**config.mk**
```make
export PLATFORM = sky130hd
export DESIGN_NAME = sad_decoder
export DESIGN_NICKNAME = d
export VERILOG_FILES = /design/src/sad_pkg.sv /design/src/sad_decoder.sv
export VERILOG_INCLUDE_DIRS = /design/src
export SDC_FILE = /design/constraint.sdc
export NUM_CORES = 1
export LEC_CHECK = 0
export ABC_AREA = 1
export BUFFER_PORTS_ARGS = -buffer_cell sky130_fd_sc_hd__buf_2
export CAP_MARGIN = 20
export CORE_UTILIZATION = 30
export DETAILED_ROUTE_END_ITERATION = 10
export GPL_TIMING_DRIVEN = 0
export HOLD_SLACK_MARGIN = 0.03
export PLACE_DENSITY_LB_ADDON = 0.08
export SETUP_SLACK_MARGIN = 0.4
export SLEW_MARGIN = 15
export SYNTH_ARGS = -nofsm -noshare
export SYNTH_HDL_FRONTEND = slang
export SYNTH_SLANG_ARGS = --single-unit
```
**constraint.sdc**
```tcl
create_clock -name clk -period 2.68 [get_ports clk]
set_input_delay 0.268 -clock clk [delete_from_list [all_inputs] [get_ports clk]]
set_output_delay 0.268 -clock clk [all_outputs]
set_load 0.05 [all_outputs]
```
**src/sad_map.svh**
```systemverilog
// address boundaries, register offsets and field positions of the system address decoder
`ifndef SAD_MAP_SVH
`define SAD_MAP_SVH
`define SAD_DOS_END 36'h0_000a_0000
`define SAD_MONO_LO 36'h0_000b_0000
`define SAD_MONO_END 36'h0_000b_8000
`define SAD_VGA_END 36'h0_000c_0000
`define SAD_SYS_LO 36'h0_000f_0000
`define SAD_ONE_MB 36'h0_0010_0000
`define SAD_HOLE_LO 36'h0_00f0_0000
`define SAD_HOLE_END 36'h0_0100_0000
`define SAD_FOUR_GB 36'h1_0000_0000
`define SAD_SEG_BASE 6'h30
`define SAD_SEG_SYS 4'hc
`define SAD_SEG_COUNT 13
`define SAD_IO_MONO_4 16'h03b4
`define SAD_IO_MONO_5 16'h03b5
`define SAD_IO_MONO_8 16'h03b8
`define SAD_IO_MONO_9 16'h03b9
`define SAD_IO_MONO_A 16'h03ba
`define SAD_IO_MONO_F 16'h03bf
`define SAD_OFS_ATTR 4'h0
`define SAD_OFS_CTRL 4'h4
`define SAD_OFS_TOP_OF_MAIN_MEMORY 4'h8
`define SAD_OFS_STAT 4'hc
`define SAD_CTRL_HOLE 0
`define SAD_CTRL_VGA 1
`define SAD_CTRL_MONO 2
`define SAD_CTRL_SMRAM 3
`define SAD_ATTR_RST 26'h000_0000
`define SAD_CTRL_RST 4'h0
`define SAD_TOP_OF_MAIN_MEMORY_RST 12'h040
`endif

```
**src/sad_pkg.sv**
```systemverilog
// types shared by the system address decoder
package sad_pkg;
    typedef enum logic [3:0] {
        SAD_DRAM = 4'h1,
        SAD_HUB = 4'h2,
        SAD_GFX = 4'h4,
        SAD_TERM = 4'h8
    } sad_target_e;
    typedef enum logic [1:0] {
        SAD_SRC_CPU = 2'h0,
        SAD_SRC_GFX = 2'h1,
        SAD_SRC_HUB = 2'h2
    } sad_source_e;
endpackage

```
**src/sad_decoder.sv**
```systemverilog
// system address decoder: routes host memory and io cycles to dram, hub link port or graphics port, and terminates cycles above 4 GB
//
// Design decisions made here: strobed register access and the address map.
`include "sad_map.svh"
module sad_decoder (
    input wire logic clk,
    input wire logic reset_n,
    input wire logic [3:0] reg_addr,
    input wire logic [31:0] reg_wdata,
    input wire logic reg_wr,
    input wire logic reg_rd,
    output logic [31:0] reg_rdata,
    input wire logic req_valid,
    input wire logic [35:0] req_addr,
    input wire logic req_write,
    input wire logic req_io,
    input wire logic req_smm,
    input wire sad_pkg::sad_source_e req_src,
    input wire logic [63:0] req_wdata,
    output logic route_valid,
    output sad_pkg::sad_target_e route_target,
    output logic route_write,
    output logic [35:0] route_addr,
    output logic [63:0] route_wdata,
    output logic term_rdata_valid,
    output logic [63:0] term_rdata
);
    import sad_pkg::*;

    logic [25:0] attr_reg, attr_next;
    logic [3:0] ctrl_reg, ctrl_next;
    logic [11:0] top_of_main_memory_reg, top_of_main_memory_next;
    logic [31:0] rdata_reg, rdata_next;
    sad_target_e last_reg, last_next;
    logic valid_reg, valid_next;
    sad_target_e target_reg, target_next;
    logic write_reg, write_next;
    logic [35:0] addr_reg, addr_next;
    logic [63:0] wdata_reg, wdata_next;
    logic tval_reg, tval_next;
    sad_target_e decoded;

    // segment number 0..12 for c0000..fffff
    function automatic logic [3:0] seg_index(input logic [35:0] a);
        logic [5:0] s;
        s = a[19:14] - `SAD_SEG_BASE;
        if (a >= `SAD_SYS_LO)
            return `SAD_SEG_SYS;
        return s[3:0];
    endfunction

    function automatic logic mono_io(input logic [35:0] a);
        logic [15:0] p;
        p = a[15:0];
        return a[35:16] == 20'h00000 &&
            (p == `SAD_IO_MONO_4 || p == `SAD_IO_MONO_5 || p == `SAD_IO_MONO_8 ||
             p == `SAD_IO_MONO_9 || p == `SAD_IO_MONO_A || p == `SAD_IO_MONO_F);
    endfunction

    // legacy steering: graphics port claims vga when its enable bit is set, unless mono adapter sits on the hub side
    function automatic sad_target_e steer(input logic mono, input logic vga_en, input logic mono_here);
        if (!vga_en)
            return SAD_HUB;
        if (mono && mono_here)
            return SAD_HUB;
        return SAD_GFX;
    endfunction

    always_comb begin
        logic [3:0] si;
        logic seg_rd_en;
        logic seg_wr_en;
        si = seg_index(req_addr);
        seg_rd_en = attr_reg[{si, 1'b0}];
        seg_wr_en = attr_reg[{si, 1'b1}];
        decoded = SAD_HUB;
        if (req_io) begin
            if (mono_io(req_addr))
                decoded = steer(1'b1, ctrl_reg[`SAD_CTRL_VGA], ctrl_reg[`SAD_CTRL_MONO]);
        end else if (req_addr >= `SAD_FOUR_GB) begin
            decoded = SAD_TERM;
        end else if (req_addr < `SAD_DOS_END) begin
            decoded = SAD_DRAM;
        end else if (req_addr < `SAD_VGA_END) begin
            // compatible smram only for cpu cycles in smm; others see the video buffer
            if (ctrl_reg[`SAD_CTRL_SMRAM] && req_smm && req_src == SAD_SRC_CPU)
                decoded = SAD_DRAM;
            else
                decoded = steer(req_addr >= `SAD_MONO_LO && req_addr < `SAD_MONO_END,
                                ctrl_reg[`SAD_CTRL_VGA], ctrl_reg[`SAD_CTRL_MONO]);
        end else if (req_addr < `SAD_ONE_MB) begin
            // disabled segments fall to the hub, the dram behind them stays unreachable
            if (req_write ? seg_wr_en : seg_rd_en)
                decoded = SAD_DRAM;
        end else if (req_addr < {4'h0, top_of_main_memory_reg, 20'h00000}) begin
            // no relocation of the hole: that dram is simply lost
            if (!(ctrl_reg[`SAD_CTRL_HOLE] && req_addr >= `SAD_HOLE_LO && req_addr < `SAD_HOLE_END))
                decoded = SAD_DRAM;
        end else begin
            // top of memory to 4 GB is pci or graphics window space, never dram
            decoded = SAD_HUB;
        end
    end

    always_comb begin
        attr_next = attr_reg;
        ctrl_next = ctrl_reg;
        top_of_main_memory_next = top_of_main_memory_reg;
        rdata_next = 32'h0000_0000;
        if (reg_wr) begin
            case (reg_addr)
                `SAD_OFS_ATTR: attr_next = reg_wdata[25:0];
                `SAD_OFS_CTRL: ctrl_next = reg_wdata[3:0];
                `SAD_OFS_TOP_OF_MAIN_MEMORY: top_of_main_memory_next = reg_wdata[11:0];
                default: ;
            endcase
        end
        if (reg_rd) begin
            case (reg_addr)
                `SAD_OFS_ATTR: rdata_next = {6'h00, attr_reg};
                `SAD_OFS_CTRL: rdata_next = {28'h000_0000, ctrl_reg};
                `SAD_OFS_TOP_OF_MAIN_MEMORY: rdata_next = {20'h0_0000, top_of_main_memory_reg};
                `SAD_OFS_STAT: rdata_next = {28'h000_0000, last_reg};
                default: rdata_next = 32'h0000_0000;
            endcase
        end
    end

    always_ff @(posedge clk or negedge reset_n) begin
        if (!reset_n) begin
            attr_reg <= `SAD_ATTR_RST;
            ctrl_reg <= `SAD_CTRL_RST;
            top_of_main_memory_reg <= `SAD_TOP_OF_MAIN_MEMORY_RST;
            rdata_reg <= 32'h0000_0000;
        end else begin
            attr_reg <= attr_next;
            ctrl_reg <= ctrl_next;
            top_of_main_memory_reg <= top_of_main_memory_next;
            rdata_reg <= rdata_next;
        end
    end

    always_comb begin
        valid_next = req_valid;
        target_next = req_valid ? decoded : target_reg;
        write_next = req_valid ? req_write : write_reg;
        addr_next = req_valid ? req_addr : addr_reg;
        wdata_next = 64'h0000_0000_0000_0000;
        tval_next = 1'b0;
        last_next = req_valid ? decoded : last_reg;
        if (req_valid && decoded != SAD_TERM && req_write)
            wdata_next = req_wdata;
        if (req_valid && decoded == SAD_TERM && !req_write)
            tval_next = 1'b1;
    end

    always_ff @(posedge clk or negedge reset_n) begin
        if (!reset_n) begin
            valid_reg <= 1'b0;
            target_reg <= SAD_HUB;
            write_reg <= 1'b0;
            addr_reg <= 36'h0_0000_0000;
            wdata_reg <= 64'h0000_0000_0000_0000;
            tval_reg <= 1'b0;
            last_reg <= SAD_HUB;
        end else begin
            valid_reg <= valid_next;
            target_reg <= target_next;
            write_reg <= write_next;
            addr_reg <= addr_next;
            wdata_reg <= wdata_next;
            tval_reg <= tval_next;
            last_reg <= last_next;
        end
    end

    assign reg_rdata = rdata_reg;
    assign route_valid = valid_reg;
    assign route_target = target_reg;
    assign route_write = write_reg;
    assign route_addr = addr_reg;
    assign route_wdata = wdata_reg;
    assign term_rdata_valid = tval_reg;
    // terminated reads always return zero; the bus is held at zero at all times
    assign term_rdata = 64'h0000_0000_0000_0000;

    logic mem_req;
    assign mem_req = req_valid && !req_io;

    // range helpers for the checks, written from the address map rather than the decode chain
    logic vga_hit;
    logic mono_hit;
    logic smram_hit;
    logic in_seg;
    logic in_hole;
    logic in_main;
    assign vga_hit = mem_req && req_addr >= `SAD_DOS_END && req_addr < `SAD_VGA_END;
    assign mono_hit = vga_hit && req_addr >= `SAD_MONO_LO && req_addr < `SAD_MONO_END;
    assign smram_hit = ctrl_reg[`SAD_CTRL_SMRAM] && req_smm && req_src == SAD_SRC_CPU;
    assign in_seg = mem_req && req_addr >= `SAD_VGA_END && req_addr < `SAD_ONE_MB;
    assign in_hole = ctrl_reg[`SAD_CTRL_HOLE] && req_addr >= `SAD_HOLE_LO && req_addr < `SAD_HOLE_END;
    assign in_main = mem_req && req_addr >= `SAD_ONE_MB && req_addr < {4'h0, top_of_main_memory_reg, 20'h00000};
endmodule

```
==> results.cfg, run 1 <==
[floorplanning]
fp.dieW_um = 162.1
ios = 349
die-area_mm2 = 0.02628
coreArea_mm2 = 0.02518
start_util_pct = 30.54
fp.dieH_um = 162.1
rows = 58

[job]
maxCapViolCount = 0

[clock_network]
cts_root_buf = clkbuf_16
cts_tree = built
numCtsBuffers = 17
clock-sinks = 175
cts-htree-levels = 4
clk_pin_slew_ns = 0.08
clockBufferDepth = 2
clkLatencyLatePin_ns = 0.43

[timing]
max_freq_mhz = 501.4
fin_tns_setup_ns = 0
worst_slew_pin_slew_ns = 0.7217
rsz0062_at_grt = no
setup_ws_ns = 0.6858
timing.slew.headroom_pct = 51.51
period_minus_slack_ns = 1.994
maxSlewViolCount = 0
skew_ns = 0.01095
hold_violations = 0
setup_violations = 0
period_share_pct = 74.41

[synth]
synthTopCellsByCount = 203 x nand2_1, 173 x dfrtp_1, 128 x inv_1, 110 x nor2_1, 70 x buf_4
yosys.area.top_type = dfrtp_1
synth_cells = 874
synth.distinct_cells = 36
syn_avg_cell_area_um2 = 8.798
synth-async-reset-ratio_pct = 100.0
synthesis.area_mm2 = 0.007690
yosys.area.top_type_share_pct = 56.30
yosysMostFrequentCell = nand2_1
ys_top_cells_by_area = dfrtp_1 56%, nand2_1 9.9%, buf_4 6.8%
yosysSeqAreaShare_pct = 56.98
ys_ff_latch = 175
synth_edf_count = 0
ys.flop_type = dfrtp_1
yosysWarningCount = 0

[global_route]
use_met1_pct = 21.46
grt_util_met2_pct = 30.04
busiest_layer = met2
grt_usage_pct = 17.95
grt_pass1_wl_um = 35900
grt_max_degree = 99
grt_antenna_before_repair = 6
overflow = 0
first_global_vias = 6638
grt.met3_usage_pct = 6.997

[power_and_ir_drop]
finalPower_w = 0.006959
peakVddDrop_mv = 0.4036
p_leak_nw = 6.348
pwr_density_cell_mw_per_mm2 = 632.6

[drt]
first_pass_iters = 4
via_per_inst = 4.076
drt-initial-drc-count = 345
wirelength_um = 23040
drcViolationCount = 0
avgRoutedWirePerCell_um = 14.02
vias = 6701
ant_nets = 0

[cells_and_area]
fin_area_mm2 = 0.01100
area_growth_syn_to_layout_pct = 43.05
largest_reg_flops = 64
multi_input_area_mm2 = 0.002445
fin_nets = 1456
regArea_mm2 = 0.004382
fillerInstances = 2529
drive_gt1_share_pct = 29.88

[worst_setup_path]
worst_ep_required_time_ns = 2.97
critPathKind = in -> reg
reg2regPathDepth = 14
endpoint_kind = flop
arrival_ns = 2.28
startpoint_type = input port
worstPathMaxFanout = 10

[placed_design]
io_buffer_count = 271
hpwl_um = 17170
routabilityCongestion = 0.7764
placed_area_mm2 = 0.009763
dp_slack_ns = 0.1828

[worst_hold_path]
hold_depth = 3
min_path_type = in -> reg

[run_status]
status = finished, final reports clean
==> critical path, cell delays in order <==
cell      delay (ns)
buf_2           0.10
nor2_1          0.25
inv_1           0.09
nor3_1          0.57
nand2_1         0.18
clkbuf_1        0.32
clkbuf_1        0.31
nand2_1         0.10
o21ai_0         0.08
==> cells in the final DEF (no fill, tap or decap), drive strengths merged <==
cell type    instances
buf                345
nand2              205
dfrtp              173
inv                137
nor2               115
conb                70
dlygate4sd3         64
o21ai               46
clkbuf              43
a21oi               26
nand3               21
nor3                16
ha                  11
clkinv               6
a221oi               4
mux2                 4
nand4                4
o211ai               3
o22ai                3
nor4                 3
diode                2
a21boi               2
o2111ai              2
dfstp                2
nand3b               1
xor2                 1
a31oi                1
a22oi                1
or2                  1
a311oi               1
clkinvlp             1
==> final timing paths <==
kind	from	endpoint	slack (ns)
setup / recovery	reg_addr[1]	attr_reg[8]	0.69
hold / removal	req_addr[32]	route_addr[32]	0.05
setup reg to reg	top_of_main_memory_reg[6]	route_target[1]	0.83
hold reg to reg	route_addr[11]	route_addr[11]	0.47
max in group asynchronous	reset_n	route_wdata[2]	1.36
min in group asynchronous	reset_n	route_addr[35]	0.38
==> power breakdown <==
group          total, W  internal (W)  switching [W]
clock network   0.00250       0.00126        0.00124
registers       0.00300       0.00286       0.000141
logic           0.00146      0.000448        0.00101
total           0.00696       0.00457        0.00239
==> stage by stage <==
step	util (%)	cells	hold WS [ns]
after floorplan	-	943	-0.02759
after global placement	38.59	1544	0.4003
after detailed placement	38.77	1546	0.2947
after CTS	43.63	1641	0.03033
after global routing	43.66	1642	0.03481
final	43.68	1644	0.04916
==> per-layer routing <==
layer	vias to the layer above	part of all wire, %
met5	-	0.17
li1	3394	-
met4	8	1.2
met2	225	48
met3	24	8.6
met1	3050	42
==> timing repair <==
item | in CTS | in global routing
gates resized for setup | 0 | 0
hold buffers | 63 | 1
buffers inserted | 0 | 0
endpoints found under the hold margin | 138 | 1
==> cells by family (layout without fill, tap and decap cells) <==
logic type / Yosys count / after routing / synth area share, %
XOR/XNOR: 1 / 1 / 0.1139
buffers and inverters: 227 / 596 / 14.59
adder cells (fa/ha/maj): 11 / 11 / 1.790
multiplexers: 4 / 4 / 0.5857
AND/OR/NAND/NOR: 366 / 366 / 19.49
other: 1 / 72 / 0.04877
AO/OA/AOI/OAI: 89 / 89 / 6.394
flip-flops: 175 / 175 / 56.98
==> area by class of cell <==
type	count	area share (%)
Antenna cell	2	0.04550
Buffer	98	5.801
Clock buffer	17	3.867
Clock inverter	15	1.513
Inverter	129	4.402
Multi-Input combinational cell	541	22.22
Sequential cell	175	39.83
Tap cell	330	3.753
Timing Repair Buffer	337	18.56
No activity file was read; power rests on OpenSTA's default activity.
==> run 2: changes to the inputs <==
Clock period 2.68 ns to 1.8 ns, I/O delays scaled along.
==> results.cfg, run 2 (synthesis gave the netlist of run 1 again) <==
[timing]
max_freq_mhz = 555.1
setup_ws_ns = -0.001530
worst_slew_pin_slew_ns = 0.7408
setup_violations = 1
holdWs_ns = 0.04807
maxSlewViolCount = 0
skew_ns = 0.006391
hold_violations = 0
period_share_pct = 100.1
rsz0062_at_grt = yes
timing.slew.headroom_pct = 50.61
period_minus_slack_ns = 1.802
fin_tns_setup_ns = -0.001530

[run_status]
status = complete, but fails checks
violations = negative setup slack

[worst_setup_path]
r2r_slack_ns = -0.002
crit_slowest_cell = dfrtp_1
startpoint_type = flop
worstPathMaxFanout = 2
critPathKind = reg -> reg
worst_ep_required_time_ns = 2.16
endpoint_kind = flop
crit_path_frequent_cell = nand2_1
max_stage_delay_ns = 0.39
crit_chain = inv_2 > ha_4 > a21boi_2 > o211ai_1 > a21oi_1 > o2111ai_1 > nand2_1 > nand2_2 > nand2_1 > nand2_1 > nand2_1 > nand2_1 > nand2_1
arrival_ns = 2.16

[floorplanning]
fp.dieW_um = 162.1
coreArea_mm2 = 0.02518
fp.dieH_um = 162.1
ios = 349
rows = 58
die-area_mm2 = 0.02628
start_util_pct = 30.54

[drt]
wirelength_um = 23630
ant_nets = 0
drt-initial-drc-count = 364
first_pass_iters = 5
drcViolationCount = 0
via_per_inst = 4.070
avgRoutedWirePerCell_um = 13.87
vias = 6936

[cells_and_area]
final_common_cell = buf_2
area_growth_syn_to_layout_pct = 52.20
fin_nets = 1516
drive_gt1_share_pct = 31.20
fin_area_mm2 = 0.01170
fillerInstances = 2526
largest_reg_flops = 64
final_cell_mix = 271 x buf_2, 199 x nand2_1, 173 x dfrtp_1

[global_route]
overflow = 0
grt_usage_pct = 18.60
grt_antenna_before_repair = 4
first_global_vias = 7067
grt_max_degree = 99
grt_pass1_wl_um = 37600

[clock_network]
clockBufferDepth = 2
clkLatencyLatePin_ns = 0.43
cts_root_buf = clkbuf_16
clk_pin_slew_ns = 0.07
cts-htree-levels = 4
clock-sinks = 175
cts_tree = built
numCtsBuffers = 17

[power_and_ir_drop]
peakVddDrop_mv = 0.4439
pwr_density_cell_mw_per_mm2 = 891.5
p_leak_nw = 6.627

[placed_design]
hpwl_um = 17410
io_buffer_count = 271
routabilityCongestion = 0.7637
placed_area_mm2 = 0.009826

[worst_hold_path]
min_path_type = in -> reg

[job]
maxCapViolCount = 0
==> run 2: changes by cell type in the layout (fill, tap and decap cells not counted), sizes merged <==
cell and delta:
buf +11, clkinv +3, inv -4, clkbuf -2
dlygate4sd3 +51, clkinvlp +1
==> run 2: cell type report <==
cell class	count	area (µm²)	area share, %
diodes	2	5.005	0.04276
plain buffers	98	644.4	5.506
clock buffers	17	425.4	3.635
clock inverters	15	151.4	1.294
inverters	129	488.0	4.169
multi-input cells	541	2564	21.91
flip-flops and latches	175	4382	37.44
well taps	330	412.9	3.528
repair buffers	397	2631	22.48
==> run 2: repair_timing <==
| item | in CTS | in global routing |
|---|---|---|
| hold endpoints to repair | 196 | 0 |
| hold buffers | 115 | 0 |
| cloned | 0 | 0 |
| gates resized for setup | 12 | 18 |
| setup buffers | 6 | 3 |
| pin swaps | 7 | 6 |
| setup endpoints to repair | 94 | 79 |
==> run 2: per-stage QoR <==
step                      instances  setup slack (ns)  utilization, %  total power [W]
final                          1704         -0.001530           46.48          0.01043
after global routing           1704           -0.1151           46.48          0.01100
after CTS                      1699         -0.005354           46.19          0.01054
after detailed placement       1546           -0.3755           39.02         0.006637
after global placement         1544            -2.516           38.84         0.006610
after floorplan                 943            0.1607               -         0.005959
==> run 2: power by group <==
part,total (W),internal [W],switching [W]
Sequential,0.00447,0.00426,0.000211
Clock,0.00362,0.00184,0.00177
Combinational,0.00235,0.000793,0.00155
==> run 2: routing by layer <==
layer | global-route usage [%] | wire length, µm | share of wire, % | vias up
met2 | 31.31 | 11330 | 48 | 218
met1 | 23.16 | 10320 | 44 | 3187
met5 | 0 | 22 | 0.093 | -
met4 | 4.931 | 261 | 1.1 | 4
met3 | 5.490 | 1687 | 7.1 | 19
li1 | - | - | - | 3508
==> run 2: final timing paths <==
path | from | end | cells past startpoint
max in group asynchronous | reset_n | route_addr[7] | 3
min | req_addr[5] | route_addr[5] | 3
max reg2reg | top_of_main_memory_reg[1] | route_target[1] | 13
min in group asynchronous | reset_n | route_addr[35] | 2
max | top_of_main_memory_reg[1] | route_target[1] | 13
min reg2reg | route_addr[11] | route_addr[11] | 2
==> run 2: critical path: cells and delay by family (launching register included) <==
family	cells	cell delay [ns]
compound gates	4	0.58
simple gates	7	0.50
flops	1	0.39
fa+ha+maj	1	0.19
buf+inv	1	0.09
==> run 3: changes to the inputs <==
Clock period 1.8 ns to 1.92 ns, I/O delays scaled along.
==> results.cfg, run 3 (synthesis gave the netlist of run 1 again) <==
[run_status]
status = finished, final reports clean

[drt]
first_pass_iters = 7
via_per_inst = 4.092
vias = 6956
wirelength_um = 23580
avgRoutedWirePerCell_um = 13.87
drcViolationCount = 0
ant_nets = 0
drt-initial-drc-count = 365

[floorplanning]
fp.dieH_um = 162.1
ios = 349
start_util_pct = 30.54
rows = 58
fp.dieW_um = 162.1
coreArea_mm2 = 0.02518
die-area_mm2 = 0.02628

[timing]
max_freq_mhz = 561.0
rsz0062_at_grt = yes
period_minus_slack_ns = 1.782
timing.slew.headroom_pct = 50.40
setup_violations = 0
worst_slew_pin_slew_ns = 0.7440
skew_ns = 0.005622
period_share_pct = 92.84
hold_violations = 0
maxSlewViolCount = 0
setup_ws_ns = 0.1375

[global_route]
grt_antenna_before_repair = 3
overflow = 0
grt_max_degree = 99
grt_usage_pct = 18.52
grt_pass1_wl_um = 37400
first_global_vias = 7047

[worst_setup_path]
arrival_ns = 2.14
crit_slowest_cell = dfrtp_1
reg2regPathDepth = 13
cp.buffers_inverters = 1
critPathKind = reg -> reg
crit_chain = inv_2 > ha_4 > a21boi_2 > o211ai_1 > a21oi_1 > o2111ai_1 > nand2_1 > nand2_2 > nand2_1 > nand2_1 > nand2_1 > nand2_1 > nand2_1
worstPathMaxFanout = 2
endpoint_kind = flop
worst_ep_required_time_ns = 2.28
crit_path_frequent_cell = nand2_1
critPathLaunch = top_of_main_memory_reg[1]
timing.rr.end = route_target[1]
worstSetupPathDepth = 13
startpoint_type = flop
max_stage_delay_ns = 0.39
crit_family = compound AO/OA/AOI/OAI gates
worst_r2r_startpoint = top_of_main_memory_reg[1]
crit_path_end = route_target[1]
r2r_slack_ns = 0.14

[clock_network]
cts_tree = built
numCtsBuffers = 17
cts_root_buf = clkbuf_16
clk_pin_slew_ns = 0.07
clkLatencyLatePin_ns = 0.43
cts-htree-levels = 4
clock-sinks = 175
clockBufferDepth = 2

[job]
maxCapViolCount = 0

[placed_design]
dp_slack_ns = -0.2675
io_buffer_count = 271
hpwl_um = 17410
routabilityCongestion = 0.7637

[cells_and_area]
area_growth_syn_to_layout_pct = 51.46
multi_input_area_mm2 = 0.002555
final_util_pct = 46.25
regArea_mm2 = 0.004382
final_cell_mix = 272 x buf_2, 199 x nand2_1, 173 x dfrtp_1
largest_reg_flops = 64
fillerInstances = 2531
fin_nets = 1512
drive_gt1_share_pct = 31.51
final_common_cell = buf_2

[power_and_ir_drop]
pwr_density_cell_mw_per_mm2 = 838.7
peakVddDrop_mv = 0.4158
p_leak_nw = 6.625

[worst_hold_path]
hold_depth = 3
min_path_type = in -> reg
run 3: area by class of cell:
type	count	area share, %
clock inverter	15	1.300
timing repair buffer	393	22.15
tap	330	3.545
multi-input combinational	541	21.94
antenna	2	0.04297
buffer	98	5.597
inverter	129	4.157
clock buffer	17	3.652
sequential	175	37.62
run 3: power breakdown:
part / leakage [nW] / switching (W) / total, W / internal, W
registers: 2.27 / 0.000199 / 0.00419 / 0.00399
logic: 4.07 / 0.00145 / 0.00219 / 0.000735
clock network: 0.281 / 0.00166 / 0.00339 / 0.00173
total: 6.63 / 0.00331 / 0.00977 / 0.00646
run 3: how the worst min path moves through the flow:
stage | startpoint | end | slack (ns)
floorplan | reset_n | attr_reg[0] | -0.10
global placement | req_valid | route_valid | 0.32
detailed placement | reset_n | route_addr[35] | 0.21
CTS | req_addr[22] | route_addr[22] | 0.03
global route | req_addr[22] | route_addr[22] | 0.04
finish | req_addr[22] | route_addr[22] | 0.05
run 3: tightest hold or removal path, cell delays in order:
cell,delay [ns]
buf_2,0.14
nand2_1,0.06
nand2_1,0.05
run 3: timing repair:
action,in CTS,in global routing
hold endpoints to repair,191,0
pin swaps,6,6
setup buffers,4,5
resized for setup,9,25
setup endpoints to repair,52,74
hold buffers,111,0
run 3: per-layer routing:
metal / vias to the layer above / track usage, % / routed length, µm
li1: 3500 / - / -
met1: 3203 / 23.06 / 10060
met2: 228 / 31.02 / 11300
met4: 4 / 5.103 / 282
met3: 21 / 5.567 / 1924
met5: - / 0 / 22
run 3: metrics by stage:
| stage | total power [W] | cells | TNS [ns] | hold slack, ns | cell area [µm²] |
|---|---|---|---|---|---|
| 2_1_floorplan | 0.005587 | 943 | 0 | -0.1036 | 8011 |
| 3_3_place_gp | 0.006197 | 1544 | -439.58 | 0.3225 | 9781 |
| 3_5_place_dp | 0.006222 | 1546 | -10.83 | 0.2142 | 9826 |
| 4_1_cts | 0.009872 | 1693 | 0 | 0.03223 | 11570 |
| 5_1_grt | 0.01030 | 1699 | 0 | 0.03840 | 11640 |
| 6_report | 0.009768 | 1700 | 0 | 0.04855 | 11650 |
